==> src/inc/flic_defs.vh <==
// Register offsets, field positions, reset values and encodings of the interrupt controller.
`ifndef FLIC_DEFS_VH
`define FLIC_DEFS_VH

// Register indices; the byte address on the bus is four times the index.
`define FLIC_IDX_TCTRL     8'h88
`define FLIC_IDX_AUXPOL    8'ha1
`define FLIC_IDX_EN_MAIN   8'ha8
`define FLIC_IDX_EN_EXT    8'had
`define FLIC_IDX_PRI1_LO   8'hae
`define FLIC_IDX_PRI1_HI   8'haf
`define FLIC_IDX_PRI0_HI   8'hb7
`define FLIC_IDX_PRI0_LO   8'hb8
`define FLIC_IDX_X2CTRL    8'hc0

// Field positions of the timer and external interrupt control register.
`define FLIC_TC_EXT0_TYPE  0
`define FLIC_TC_EXT0_FLAG  1
`define FLIC_TC_EXT1_TYPE  2
`define FLIC_TC_EXT1_FLAG  3
`define FLIC_TC_T0_RUN     4
`define FLIC_TC_T0_FLAG    5
`define FLIC_TC_T1_RUN     6
`define FLIC_TC_T1_FLAG    7

// Field positions of the polarity and external interrupt 2 registers.
`define FLIC_AUX_EXT0_HI   0
`define FLIC_AUX_EXT1_HI   1
`define FLIC_X2_TYPE       0
`define FLIC_X2_FLAG       1
`define FLIC_X2_ENABLE     2
`define FLIC_X2_HI         3

// Global enable position and writable masks (reserved bits store nothing).
`define FLIC_EN_GLOBAL     7
`define FLIC_EN_MAIN_MASK  8'hbf
`define FLIC_EN_EXT_MASK   8'hef
`define FLIC_PRI0_MASK     8'h7f
`define FLIC_PRI1_MASK     8'hef
`define FLIC_AUX_MASK      8'h03
`define FLIC_X2_MASK       8'h0f
`define FLIC_REG_RESET     8'h00

// Source count, vector layout and source indices.
`define FLIC_NSRC          14
`define FLIC_VEC_BASE      16'h0003
`define FLIC_VEC_STRIDE    8
`define FLIC_SRC_EXT0      0
`define FLIC_SRC_T0        1
`define FLIC_SRC_EXT1      2
`define FLIC_SRC_T1        3
`define FLIC_SRC_EXT2      6

`endif

==> src/rtl/flic_top.v <==
// Four-level interrupt controller with APB register access.
//
// Register access over APB was left to the implementer.
`timescale 1ns/1ps
//
// Behaviour
// - fourteen sources, each with own enable bit
// - global enable bit 7 gates every request
// - main enable bits 0-5, bit 6 reserved
// - extended enables; external 2 enable elsewhere
// - two priority bits per source, four levels
// - lower level never preempts running routine
// - higher pending level is vectored first
// - fixed polling order breaks equal levels
// - flags sampled each cycle, polled next cycle
// - no call while equal/higher level active
// - call only on instruction's final cycle
// - after return or control write, one instruction
// - type bits choose level or edge sensing
// - polarity bits select high or rising
// - external flags set by hardware, edge auto-clear
// - external 2 polarity, enable, flag bit positions
// - external 2 wakes core only when enabled
// - external 2 type bit selects level/edge
// - software flag writes act like hardware
// - only external and timer flags auto-clear
`include "flic_defs.vh"

module flic_top (
	// APB slave.
	input  wire        pclk,
	input  wire        presetn,
	input  wire        psel,
	input  wire        penable,
	input  wire        pwrite,
	input  wire [11:0] paddr,
	input  wire [31:0] pwdata,
	output reg  [31:0] prdata,
	output wire        pready,
	output wire        pslverr,
	// External interrupt pins, asynchronous.
	input  wire        ext_irq_pin_0,
	input  wire        ext_irq_pin_1,
	input  wire        ext_irq_pin_2,
	// Peripheral request levels, same clock.
	input  wire        timer0_overflow,
	input  wire        timer1_overflow,
	input  wire        serial0_req,
	input  wire        timer2_req,
	input  wire        spi_req,
	input  wire        adc_req,
	input  wire        counter_array_req,
	input  wire        system_flag_req,
	input  wire        keypad_req,
	input  wire        two_wire0_req,
	input  wire        comparator0_req,
	// Core sequencer.
	input  wire        instr_last_cycle,
	input  wire        return_from_interrupt,
	input  wire        core_sleeping,
	output reg         hardware_subroutine_call,
	output reg  [15:0] irq_vector,
	output reg  [3:0]  irq_source,
	output wire        core_wakeup
);

	// Control and status registers.
	reg  [7:0]  timer_and_ext_irq_control;
	reg  [7:0]  auxiliary_polarity_control;
	reg  [7:0]  irq_enable_main;
	reg  [7:0]  extended_enable_reg;
	reg  [7:0]  priority0_low_bits;
	reg  [7:0]  priority0_high_bits;
	reg  [7:0]  priority1_low_bits;
	reg  [7:0]  priority1_high_bits;
	reg  [7:0]  ext_irq2_control;

	// Pin synchronisers and previous active levels.
	reg  [2:0]  pin_meta;
	reg  [2:0]  pin_sync;
	reg  [2:0]  pin_prev;

	// Sampled requests, active-level stack and post-write hold.
	reg  [13:0] req_sample;
	reg  [3:0]  active_levels;
	reg         vector_hold;
	wire        hold_set;

	wire        wr_en;
	wire        rd_setup;
	wire [9:0]  reg_idx;
	reg         addr_hit;
	reg  [7:0]  rd_value;
	wire [7:0]  wdat;

	wire [2:0]  pin_pol;
	wire [2:0]  pin_type;
	wire [2:0]  pin_active;
	wire [2:0]  prev_active;
	wire [2:0]  pin_edge;

	wire [13:0] src_flag;
	wire [13:0] src_enable;
	wire [13:0] pri_lo;
	wire [13:0] pri_hi;
	wire [13:0] src_request;

	reg         best_valid;
	reg  [1:0]  best_level;
	reg  [3:0]  best_idx;
	reg         level_free;
	reg         take_call;
	reg  [3:0]  next_active;
	reg         ret_done;
	integer     i;

	// Bus decode; the slave always answers in the first access cycle.
	assign pready   = 1'b1;
	assign wr_en    = psel & penable & pwrite;
	assign rd_setup = psel & ~penable & ~pwrite;
	assign reg_idx  = paddr[11:2];
	assign pslverr  = psel & penable & ~addr_hit;
	assign wdat     = pwdata[7:0];

	// Read mux; reserved bits read as zero because they are never stored.
	always @* begin
		addr_hit = 1'b1;
		rd_value = 8'h00;
		case (reg_idx)
			{2'b00, `FLIC_IDX_TCTRL}:   rd_value = timer_and_ext_irq_control;
			{2'b00, `FLIC_IDX_AUXPOL}:  rd_value = auxiliary_polarity_control;
			{2'b00, `FLIC_IDX_EN_MAIN}: rd_value = irq_enable_main;
			{2'b00, `FLIC_IDX_EN_EXT}:  rd_value = extended_enable_reg;
			{2'b00, `FLIC_IDX_PRI1_LO}: rd_value = priority1_low_bits;
			{2'b00, `FLIC_IDX_PRI1_HI}: rd_value = priority1_high_bits;
			{2'b00, `FLIC_IDX_PRI0_HI}: rd_value = priority0_high_bits;
			{2'b00, `FLIC_IDX_PRI0_LO}: rd_value = priority0_low_bits;
			{2'b00, `FLIC_IDX_X2CTRL}:  rd_value = ext_irq2_control;
			default:                    addr_hit = 1'b0;
		endcase
	end

	// Read data is captured in the setup cycle so it comes from a flip-flop.
	always @(posedge pclk or negedge presetn) begin
		if (!presetn) begin
			prdata <= 32'h00000000;
		end else if (rd_setup) begin
			prdata <= {24'h000000, rd_value};
		end
	end

	// Two flip-flops before any logic looks at the pins.
	// They reset high, the idle level of the pins, so no false edge follows reset.
	always @(posedge pclk or negedge presetn) begin
		if (!presetn) begin
			pin_meta <= 3'h7;
			pin_sync <= 3'h7;
			pin_prev <= 3'h7;
		end else begin
			pin_meta <= {ext_irq_pin_2, ext_irq_pin_1, ext_irq_pin_0};
			pin_sync <= pin_meta;
			pin_prev <= pin_sync;
		end
	end

	// Polarity and type per pin; default sensing is low level or falling edge.
	assign pin_pol     = {ext_irq2_control[`FLIC_X2_HI],
	                      auxiliary_polarity_control[`FLIC_AUX_EXT1_HI],
	                      auxiliary_polarity_control[`FLIC_AUX_EXT0_HI]};
	assign pin_type    = {ext_irq2_control[`FLIC_X2_TYPE],
	                      timer_and_ext_irq_control[`FLIC_TC_EXT1_TYPE],
	                      timer_and_ext_irq_control[`FLIC_TC_EXT0_TYPE]};
	assign pin_active  = ~(pin_sync ^ pin_pol);
	assign prev_active = ~(pin_prev ^ pin_pol);
	assign pin_edge    = pin_active & ~prev_active;

	// Per-source flags, enables and priority bits in polling order.
	assign src_flag = {comparator0_req, two_wire0_req, keypad_req, system_flag_req,
	                   counter_array_req, adc_req, spi_req,
	                   ext_irq2_control[`FLIC_X2_FLAG],
	                   timer2_req, serial0_req,
	                   timer_and_ext_irq_control[`FLIC_TC_T1_FLAG],
	                   timer_and_ext_irq_control[`FLIC_TC_EXT1_FLAG],
	                   timer_and_ext_irq_control[`FLIC_TC_T0_FLAG],
	                   timer_and_ext_irq_control[`FLIC_TC_EXT0_FLAG]};
	assign src_enable = {extended_enable_reg[7:5], extended_enable_reg[3:0],
	                     ext_irq2_control[`FLIC_X2_ENABLE],
	                     irq_enable_main[5:0]};
	assign pri_lo = {priority1_low_bits[7:5], priority1_low_bits[3:0],
	                 priority0_low_bits[6:0]};
	assign pri_hi = {priority1_high_bits[7:5], priority1_high_bits[3:0],
	                 priority0_high_bits[6:0]};

	// Each request is gated by its own enable and by the global enable.
	genvar g;
	generate
		for (g = 0; g < `FLIC_NSRC; g = g + 1) begin : gen_req
			assign src_request[g] = src_flag[g] & src_enable[g]
			                        & irq_enable_main[`FLIC_EN_GLOBAL];
		end
	endgenerate

	// Sample every cycle; the poll below works on last cycle's sample.
	always @(posedge pclk or negedge presetn) begin
		if (!presetn) begin
			req_sample <= 14'h0000;
		end else begin
			req_sample <= src_request;
		end
	end

	// Poll: highest level wins, lowest index wins within a level.
	// Scanning downwards with >= lets the lower index take a tie.
	always @* begin
		best_valid = 1'b0;
		best_level = 2'b00;
		best_idx   = 4'h0;
		for (i = `FLIC_NSRC - 1; i >= 0; i = i - 1) begin
			if (req_sample[i] && (!best_valid || {pri_hi[i], pri_lo[i]} >= best_level)) begin
				best_valid = 1'b1;
				best_level = {pri_hi[i], pri_lo[i]};
				best_idx   = i[3:0];
			end
		end
	end

	// A call needs a free level above anything in service, the last
	// instruction cycle, and no pending hold from a return or control write.
	always @* begin
		level_free = 1'b1;
		for (i = 0; i < 4; i = i + 1) begin
			if (active_levels[i] && i[1:0] >= best_level) begin
				level_free = 1'b0;
			end
		end
		take_call = best_valid & level_free & instr_last_cycle & ~vector_hold & ~hold_set;
	end

	// Return pops the highest level in service; a call pushes its level.
	always @* begin
		next_active = active_levels;
		ret_done    = 1'b0;
		if (return_from_interrupt) begin
			for (i = 3; i >= 0; i = i - 1) begin
				if (active_levels[i] && !ret_done) begin
					next_active[i] = 1'b0;
					ret_done       = 1'b1;
				end
			end
		end
		if (take_call) begin
			next_active[best_level] = 1'b1;
		end
	end

	// Call outputs and in-service tracking.
	// Source and vector keep their last values so the core may read them late.
	always @(posedge pclk or negedge presetn) begin
		if (!presetn) begin
			active_levels            <= 4'h0;
			hardware_subroutine_call <= 1'b0;
			irq_vector               <= 16'h0000;
			irq_source               <= 4'h0;
		end else begin
			active_levels            <= next_active;
			hardware_subroutine_call <= take_call;
			if (take_call) begin
				irq_source <= best_idx;
				irq_vector <= `FLIC_VEC_BASE
				              + {9'h000, best_idx, 3'h0};
			end
		end
	end

	// A return or a control write in this very cycle blocks the call too.
	// The hold register only covers the cycles after it, so without this
	// term a request could vector inside the blocking instruction itself.
	assign hold_set = return_from_interrupt
	                  | (wr_en & addr_hit
	                     & (reg_idx != {2'b00, `FLIC_IDX_TCTRL})
	                     & (reg_idx != {2'b00, `FLIC_IDX_AUXPOL}));

	// The hold covers the instruction doing the return or the control write,
	// so the one after it always runs before any vectoring; set beats clear.
	always @(posedge pclk or negedge presetn) begin
		if (!presetn) begin
			vector_hold <= 1'b0;
		end else if (hold_set) begin
			vector_hold <= 1'b1;
		end else if (instr_last_cycle) begin
			vector_hold <= 1'b0;
		end
	end

	// Plain control registers; reserved bits are masked off so they stay zero.
	always @(posedge pclk or negedge presetn) begin
		if (!presetn) begin
			auxiliary_polarity_control <= `FLIC_REG_RESET;
			irq_enable_main            <= `FLIC_REG_RESET;
			extended_enable_reg        <= `FLIC_REG_RESET;
			priority0_low_bits         <= `FLIC_REG_RESET;
			priority0_high_bits        <= `FLIC_REG_RESET;
			priority1_low_bits         <= `FLIC_REG_RESET;
			priority1_high_bits        <= `FLIC_REG_RESET;
		end else if (wr_en) begin
			case (reg_idx)
				{2'b00, `FLIC_IDX_AUXPOL}:  auxiliary_polarity_control <= wdat & `FLIC_AUX_MASK;
				{2'b00, `FLIC_IDX_EN_MAIN}: irq_enable_main <= wdat & `FLIC_EN_MAIN_MASK;
				{2'b00, `FLIC_IDX_EN_EXT}:  extended_enable_reg <= wdat & `FLIC_EN_EXT_MASK;
				{2'b00, `FLIC_IDX_PRI1_LO}: priority1_low_bits <= wdat & `FLIC_PRI1_MASK;
				{2'b00, `FLIC_IDX_PRI1_HI}: priority1_high_bits <= wdat & `FLIC_PRI1_MASK;
				{2'b00, `FLIC_IDX_PRI0_HI}: priority0_high_bits <= wdat & `FLIC_PRI0_MASK;
				{2'b00, `FLIC_IDX_PRI0_LO}: priority0_low_bits <= wdat & `FLIC_PRI0_MASK;
				default: ;
			endcase
		end
	end

	// Flag logic: software write first, then vectoring clear, then hardware
	// set, so an event in the clearing cycle is never lost.
	reg [7:0] next_tctrl;
	reg [7:0] next_x2;
	always @* begin
		next_tctrl = timer_and_ext_irq_control;
		next_x2    = ext_irq2_control;
		if (wr_en && reg_idx == {2'b00, `FLIC_IDX_TCTRL}) begin
			next_tctrl = wdat;
		end
		if (wr_en && reg_idx == {2'b00, `FLIC_IDX_X2CTRL}) begin
			next_x2 = wdat & `FLIC_X2_MASK;
		end
		// Only the external and timer 0/1 flags are cleared by vectoring.
		if (take_call) begin
			case (best_idx)
				`FLIC_SRC_EXT0: if (pin_type[0]) next_tctrl[`FLIC_TC_EXT0_FLAG] = 1'b0;
				`FLIC_SRC_T0:   next_tctrl[`FLIC_TC_T0_FLAG] = 1'b0;
				`FLIC_SRC_EXT1: if (pin_type[1]) next_tctrl[`FLIC_TC_EXT1_FLAG] = 1'b0;
				`FLIC_SRC_T1:   next_tctrl[`FLIC_TC_T1_FLAG] = 1'b0;
				`FLIC_SRC_EXT2: if (pin_type[2]) next_x2[`FLIC_X2_FLAG] = 1'b0;
				default: ;
			endcase
		end
		// Level mode tracks the pin; edge mode latches the detected edge.
		next_tctrl[`FLIC_TC_EXT0_FLAG] = pin_type[0]
			? (next_tctrl[`FLIC_TC_EXT0_FLAG] | pin_edge[0]) : pin_active[0];
		next_tctrl[`FLIC_TC_EXT1_FLAG] = pin_type[1]
			? (next_tctrl[`FLIC_TC_EXT1_FLAG] | pin_edge[1]) : pin_active[1];
		next_x2[`FLIC_X2_FLAG] = pin_type[2]
			? (next_x2[`FLIC_X2_FLAG] | pin_edge[2]) : pin_active[2];
		if (timer0_overflow) begin
			next_tctrl[`FLIC_TC_T0_FLAG] = 1'b1;
		end
		if (timer1_overflow) begin
			next_tctrl[`FLIC_TC_T1_FLAG] = 1'b1;
		end
	end

	// Flag-bearing registers.
	always @(posedge pclk or negedge presetn) begin
		if (!presetn) begin
			timer_and_ext_irq_control <= `FLIC_REG_RESET;
			ext_irq2_control          <= `FLIC_REG_RESET;
		end else begin
			timer_and_ext_irq_control <= next_tctrl;
			ext_irq2_control          <= next_x2;
		end
	end

	// Wake-up ignores the global enable but needs the external 2 enable.
	// Limitation: it is a level and stays high until the flag is cleared.
	assign core_wakeup = core_sleeping & ext_irq2_control[`FLIC_X2_FLAG]
	                     & ext_irq2_control[`FLIC_X2_ENABLE];

endmodule // flic_top

==> config.mk <==
export PLATFORM = sky130hd
export DESIGN_NAME = flic_top
export DESIGN_NICKNAME = d
export VERILOG_FILES = /design/src/rtl/flic_top.v
export VERILOG_INCLUDE_DIRS = /design/src /design/src/inc
export SDC_FILE = /design/constraint.sdc
export NUM_CORES = 1
export LEC_CHECK = 0
export ABC_AREA = 1
export BUFFER_PORTS_ARGS = -buffer_cell sky130_fd_sc_hd__buf_2
export CAP_MARGIN = 25
export CELL_PAD_IN_SITES_DETAIL_PLACEMENT = 1
export CELL_PAD_IN_SITES_GLOBAL_PLACEMENT = 1
export CORE_MARGIN = 3
export CORE_UTILIZATION = 41
export DETAILED_ROUTE_END_ITERATION = 16
export PLACE_DENSITY_LB_ADDON = 0.1
export SLEW_MARGIN = 10
export SYNTH_ARGS = -nofsm -noshare
export SYNTH_HDL_FRONTEND = slang
export SYNTH_SLANG_ARGS = --single-unit
==> constraint.sdc <==
create_clock -name pclk -period 13.6 [get_ports pclk]
set_input_delay 2.72 -clock pclk [delete_from_list [all_inputs] [get_ports pclk]]
set_output_delay 2.72 -clock pclk [all_outputs]
set_load 0.02 [all_outputs]
==> reports/summary.txt, run 1 <==
Synth-to-Final Area Change: 12.9%
detailed-route via count: 5423
DIE HEIGHT: 127 um
Slew Viols, Final: 0
Peak Freq: 79.6 MHz
clock share of power: 42.5%
dominant synthesized flop cell: dfrtp_1
crit path time final: 12.56 ns
Post-synth ARST share: 100%
Largest Register: req_sample
Synth area leader: dfrtp_1
skew final: 0.00815 ns
power share of the combinational group: 6.2%
vias per cell: 5.24
status: completed
clock sinks: 98
All-Layer GR Usage: 22.7%
# placed instances: 1006
CTS clk-pin slew, worst paths: 0.07 ns
CP max FO: 8
Synth top cells by count: nand2_1 (182), inv_1 (105), dfrtp_1 (89), o21ai_0 (66), nor2_1 (61)
# setup viols final: 0
core area: 14100 um^2
cts hold-fix bufs: 0
cell with the most instances after synthesis: nand2_1
DP Area: 6370 um^2
biggest registers after layout: req_sample (14), prdata (8), timer_and_ext_irq_control (8)
post-synth cell types: 43
post-route insts no fill: 1034
Psw: 0.145 mW
Root Driver: clkbuf_16
initial core utilization: 42.6%
Starting DRT DRC Count: 323
CTS H-tree depth: 3
mapped cell area: 6030 um^2
synthesized area per cell: 7.75 um^2
Die W: 127 um
Top delay family on crit path: simple AND/OR/NAND/NOR gates
# port buffers: 60
Area contributors post-synth: dfrtp_1 (37%), nand2_1 (11%), inv_1 (6.5%)
detailed-router iteration count before antenna repair: 5
Seq pwr share: 51.4%
average wire per standard cell: 17.8 um
gpl congestion: 0.907
max reg flops: 14
worst vdd rail ir drop: 0.0000693 V
number of core rows: 43
CTS Buffer Depth: 2
sw frac: 25.1%
fin area: 6810 um^2
crit path launch type: flip-flop
MaxCap Viol Count: 0
pwr dens: 84.8 nW/um^2
CTS tree: done
Fill cells: 1817
DRC Markers: 0
WP buf/inv: 10
# nets final: 936
post-synth top area share: 36.9%
Synth warnings: 0
headroom to the max-slew limit: 50.4%
register bit count reported by yosys: 98
critical setup path kind: reg -> reg
Worst path most repeated cell: nand2_1
TritonCTS Buffers: 9
initial antenna violation count: 0
post-route clock period utilization: 92.4%
critical path data arrival time: 12.83 ns
Worst path max stage delay: 0.41 ns
Detailed Route WL: 18400 um
Overall Power: 0.577 mW
Skew-Pair Late Insertion Delay: 0.34 ns
worst path required time: 13.87 ns
vias in the first global route: 5683
final hold violations: 0
largest net degree at the start of global routing: 60
Routed Antenna Nets: 0
grt total ovfl: 0
DIE AREA: 16200 um^2
internal cell power: 0.433 mW
HPWL Detailed: 14300 um
Setup crit end kind: flip-flop
Post-synth EDFFs: 0
Worst Hold Class: reg -> reg
I/O Pins: 122
LEAKAGE: 3.34 nW
Slew @ Worst Pin: 0.745 ns
post-synthesis cell count: 778
ant diodes: 0
Crit-path slowest cell: dfrtp_1
Seq/Total Area, Yosys: 40.9%
Worst R2R Setup Slack: 1.04 ns
share of layout cells above drive strength 1: 20.3%
first-pass GRT wire length: 29100 um
-- path summary, 6_finish.rpt --
kind                                          start                                        to  depth (start not counted)
setup / recovery           req_sample[13]$_DFF_PN0_    timer_and_ext_irq_control[1]$_DFF_PN0_                        101
hold / removal                pin_meta[1]$_DFF_PN1_                     pin_sync[1]$_DFF_PN1_                          0
setup reg to reg           req_sample[13]$_DFF_PN0_    timer_and_ext_irq_control[1]$_DFF_PN0_                        101
hold reg to reg               pin_meta[1]$_DFF_PN1_                     pin_sync[1]$_DFF_PN1_                          0
max in group asynchronous                   presetn        priority1_high_bits[0]$_DFFE_PN0P_                          2
min in group asynchronous                   presetn  timer_and_ext_irq_control[0]$_DFFE_PN0P_                          1
-- stage by stage --
| step | hold WS, ns | setup TNS, ns | worst slack (ns) | utilization [%] |
|---|---|---|---|---|
| after global placement | 0.347 | 0 | 0.816 | 45.0 |
| after floorplan | 0.345 | 0 | 2.23 | - |
| after detailed placement | 0.348 | 0 | 0.181 | 45.0 |
| after global routing | 0.364 | -1.78 | -0.253 | 48.1 |
| final | 0.359 | 0 | 1.04 | 48.1 |
| after CTS | 0.360 | 0 | 0.0641 | 47.0 |
-- per-layer routing --
metal	vias up	wire [um]	GRT usage, %
met1	2644	8540	31.3
met5	-	0	0
met2	135	8790	37.6
met4	0	389	6.44
met3	26	710	3.01
li1	2618	-	-
-- power by group through the flow --
| stage | registers, mW | clock network [mW] | logic [mW] |
|---|---|---|---|
| 2_1_floorplan | 0.302 | 0 | 0.0247 |
| 3_3_place_gp | 0.302 | 0 | 0.0346 |
| 3_5_place_dp | 0.302 | 0 | 0.0355 |
| 4_1_cts | 0.296 | 0.251 | 0.0357 |
| 5_1_grt | 0.297 | 0.264 | 0.0396 |
| 6_report | 0.296 | 0.245 | 0.0355 |
-- layout by cell type (no fill, tap or decap), types with 9 or more instances in the layout --
cell type | Yosys | routed
nand2_2 | 15 | 19
dfrtp_1 | 89 | 89
clkbuf_16 | 0 | 9
nor2_1 | 61 | 57
nor3_1 | 13 | 13
inv_1 | 105 | 104
conb_1 | 2 | 35
nand3_1 | 36 | 35
nand3_2 | 10 | 11
a21oi_1 | 17 | 16
dfstp_2 | 9 | 9
nand2_4 | 6 | 9
o22ai_1 | 13 | 13
o21ai_2 | 6 | 12
buf_4 | 40 | 17
o21ai_0 | 66 | 62
buf_2 | 0 | 59
nand2_1 | 182 | 175
ha_1 | 21 | 21
-- logic make-up after synthesis --
| kind of cell | count (synthesis) | synth area share, % |
|---|---|---|
| flops | 98 | 40.9 |
| buf+inv | 158 | 12.5 |
| simple gates | 359 | 28.0 |
| other cells | 2 | 0.125 |
| fa+ha+maj | 21 | 4.36 |
| compound gates | 134 | 13.1 |
| mux | 6 | 1.12 |
-- cell type report --
cell class	count	area (um^2)	share of cell area, %
multi-input cells	555	3010	44.2
well taps	180	225	3.31
clock inverters	5	37.5	0.551
repair buffers	76	423	6.21
clock buffers	11	243	3.56
inverters	109	409	6.01
flip-flops and latches	98	2460	36.2
-- timing repair --
item | in CTS | in global routing
buffers inserted | 0 | 12
resized for setup | 0 | 27
setup endpoints to repair | 0 | 15
No activity file was read; power rests on OpenSTA's default activity.
==> run 2: changes to the inputs <==
--- a/config.mk
+++ b/config.mk
@@ -12,7 +12,7 @@
 export CELL_PAD_IN_SITES_DETAIL_PLACEMENT = 1
 export CELL_PAD_IN_SITES_GLOBAL_PLACEMENT = 1
 export CORE_MARGIN = 3
-export CORE_UTILIZATION = 41
+export CORE_UTILIZATION = 37
 export DETAILED_ROUTE_END_ITERATION = 16
 export PLACE_DENSITY_LB_ADDON = 0.1
 export SLEW_MARGIN = 10
==> constraint.sdc (replaced) <==
create_clock -name pclk -period 11.1 [get_ports pclk]
set_input_delay 2.22 -clock pclk [delete_from_list [all_inputs] [get_ports pclk]]
set_output_delay 2.22 -clock pclk [all_outputs]
set_load 0.02 [all_outputs]
==> run 2 against run 1 <==
The run now ends with negative setup slack left. Final cell count is 17% higher. Die area is 10% higher. Sequential share of layout area is 7.7 points lower. Count of clock-buffer cells in the layout is 1 lower. Utilization is 6.2 points higher. Global-route usage is 2.6 points higher. Non-clock buffer count is 143 higher.
==> reports/summary.txt, run 2 (synthesized netlist as in run 1, its figures left out) <==
Psw: 0.183 mW (+27%)
Worst Hold Slack: 0.360 ns (+0.00112 ns)
worst path required time: 11.33 ns (-2.54 ns)
detailed-router iteration count before antenna repair: 5 (unchanged)
CTS H-tree depth: 3 (unchanged)
average wire per standard cell: 19.3 um (+8.0%)
most frequent cells in the layout: buf_4 (147), nand2_1 (142), inv_1 (94)
sw frac: 23.6% (-1.4 points)
detailed-route via count: 6148 (+13%)
Largest Register: req_sample
Starting DRT DRC Count: 337 (+4.3%)
I/O Pins: 122 (unchanged)
pwr dens: 89.6 nW/um^2 (+5.7%)
Overall Power: 0.776 mW (+34%)
vias in the first global route: 6590 (+16%)
unrepaired setup endpoints after global routing: true
clock sinks: 98 (unchanged)
share of layout cells above drive strength 1: 40.9% (+21 points)
All-Layer GR Usage: 25.3% (+2.6 points)
Routed Antenna Nets: 0 (unchanged)
internal cell power: 0.593 mW (+37%)
largest net degree at the start of global routing: 58 (-3.3%)
CP max FO: 5 (-3)
grt total ovfl: 0 (unchanged)
status: finished, violations left
gpl congestion: 0.856 (-5.6%)
CTS Buffer Depth: 2 (unchanged)
DRC Markers: 0 (unchanged)
critical setup path kind: reg -> reg
LEAKAGE: 4.24 nW (+27%)
initial core utilization: 37.8% (-4.8 points)
# nets final: 1079 (+15%)
max reg flops: 14 (unchanged)
final worst slack: -1.00 ns (-2.04 ns)
# port buffers: 60 (unchanged)
Seq pwr share: 46.8% (-4.6 points)
Die W: 134 um (+5.0%)
clock share of power: 47.4% (+4.9 points)
CTS clk-pin slew, worst paths: 0.07 ns (about the same)
critical path data arrival time: 12.33 ns (-0.50 ns)
Detailed Route WL: 23400 um (+27%)
Skew-Pair Late Insertion Delay: 0.35 ns (about the same)
most common cell after layout, fill and taps aside: buf_4
HPWL Detailed: 15500 um (+8.9%)
vias per cell: 5.07 (-3.4%)
Setup crit end kind: flip-flop
CTS tree: done
ant diodes: 0 (unchanged)
power share of the combinational group: 5.8% (-0.4 points)
Slew @ Worst Pin: 0.768 ns (+0.0235 ns)
post-route clock period utilization: 109% (+17 points)
Worst path max stage delay: 0.39 ns (-0.02 ns)
headroom to the max-slew limit: 48.8% (-1.6 points)
skew final: 0.00756 ns (-0.000593 ns)
DIE AREA: 17900 um^2 (+10%)
Root Driver: clkbuf_16
TritonCTS Buffers: 9 (unchanged)
first-pass GRT wire length: 35400 um (+22%)
Worst path most repeated cell: nand2_2
number of core rows: 46 (+7.0%)
Worst Hold Class: reg -> reg
crit path launch type: flip-flop
initial antenna violation count: 0 (unchanged)
DIE HEIGHT: 134 um (+5.0%)
violations in the final reports: negative setup slack
core area: 15900 um^2 (+13%)
# setup viols final: 15 (+15)
Synth-to-Final Area Change: 43.7%
Crit-path slowest cell: dfrtp_1
final hold violations: 0 (unchanged)
Slew Viols, Final: 0 (unchanged)
Peak Freq: 82.6 MHz (+3.8%)
biggest registers after layout: req_sample (14), prdata (8), timer_and_ext_irq_control (8)
crit path time final: 12.10 ns (-0.456 ns)
worst vdd rail ir drop: 0.0000862 V (+25%)
MaxCap Viol Count: 0 (unchanged)
-- run 2: metrics by stage --
| step | TNS, ns | worst slack (ns) | utilization (%) | instance area [um^2] | instances |
|---|---|---|---|---|---|
| 2_1_floorplan | 0 | 0.00889 | - | 6170 | 811 |
| 3_3_place_gp | -8.33 | -0.685 | 43.9 | 7000 | 1116 |
| 3_5_place_dp | -19.17 | -1.38 | 43.9 | 7000 | 1116 |
| 4_1_cts | -4.63 | -0.406 | 51.5 | 8210 | 1199 |
| 5_1_grt | -24.91 | -1.80 | 54.3 | 8660 | 1213 |
| 6_report | -13.50 | -1.00 | 54.3 | 8660 | 1213 |
-- run 2: final cells by class --
cell class / count / area (um^2)
clock inverter: 6 / 113
inverter: 109 / 414
multi-input combinational: 555 / 3620
fill: 1928 / 7280
timing repair buffer: 219 / 1560
sequential: 98 / 2460
tap: 216 / 270
clock buffer: 10 / 229
-- run 2: repair_timing --
action                     4_1_cts  5_1_grt
pin swaps                       80       82
setup endpoints to repair       15       15
hold buffers                     0        0
buffers inserted                67       19
gates resized for setup        100       62
-- run 2: power by group through the flow --
stage | clock network, mW | logic [mW] | registers [mW]
3_3_place_gp | 0 | 0.0429 | 0.370
4_1_cts | 0.372 | 0.0447 | 0.363
3_5_place_dp | 0 | 0.0442 | 0.370
6_report | 0.368 | 0.0452 | 0.363
2_1_floorplan | 0 | 0.0303 | 0.369
5_1_grt | 0.388 | 0.0496 | 0.364
-- run 2: metal layers --
metal / track usage [%] / routed length [um] / vias to the layer above
li1: - / - / 2918
met1: 31.9 / 10100 / 3062
met2: 45.3 / 12000 / 131
met3: 2.95 / 699 / 37
met4: 7.77 / 536 / 0
met5: 0 / 0 / -
-- run 2: path summary, 6_finish.rpt --
kind / slack [ns] / end / cells after the start / start
min: 0.36 / pin_sync[1]$_DFF_PN1_ / 0 / pin_meta[1]$_DFF_PN1_
max: -1.00 / timer_and_ext_irq_control[5]$_DFF_PN0_ / 101 / req_sample[13]$_DFF_PN0_
min in group asynchronous: 1.84 / active_levels[0]$_DFF_PN0_ / 1 / presetn
max in group asynchronous: 8.04 / priority1_high_bits[3]$_DFFE_PN0P_ / 2 / presetn
max reg2reg: -1.00 / timer_and_ext_irq_control[5]$_DFF_PN0_ / 101 / req_sample[13]$_DFF_PN0_
min reg2reg: 0.36 / pin_sync[1]$_DFF_PN1_ / 0 / pin_meta[1]$_DFF_PN1_
-- run 2: critical path, delay by kind of cell (launching register included) --
kind	cells	cell delay [ns]
AO/OA/AOI/OAI	16	1.34
adder cells (fa/ha/maj)	11	2.87
buffers and inverters	23	2.37
flip-flops	1	0.39
AND/OR/NAND/NOR	51	4.96
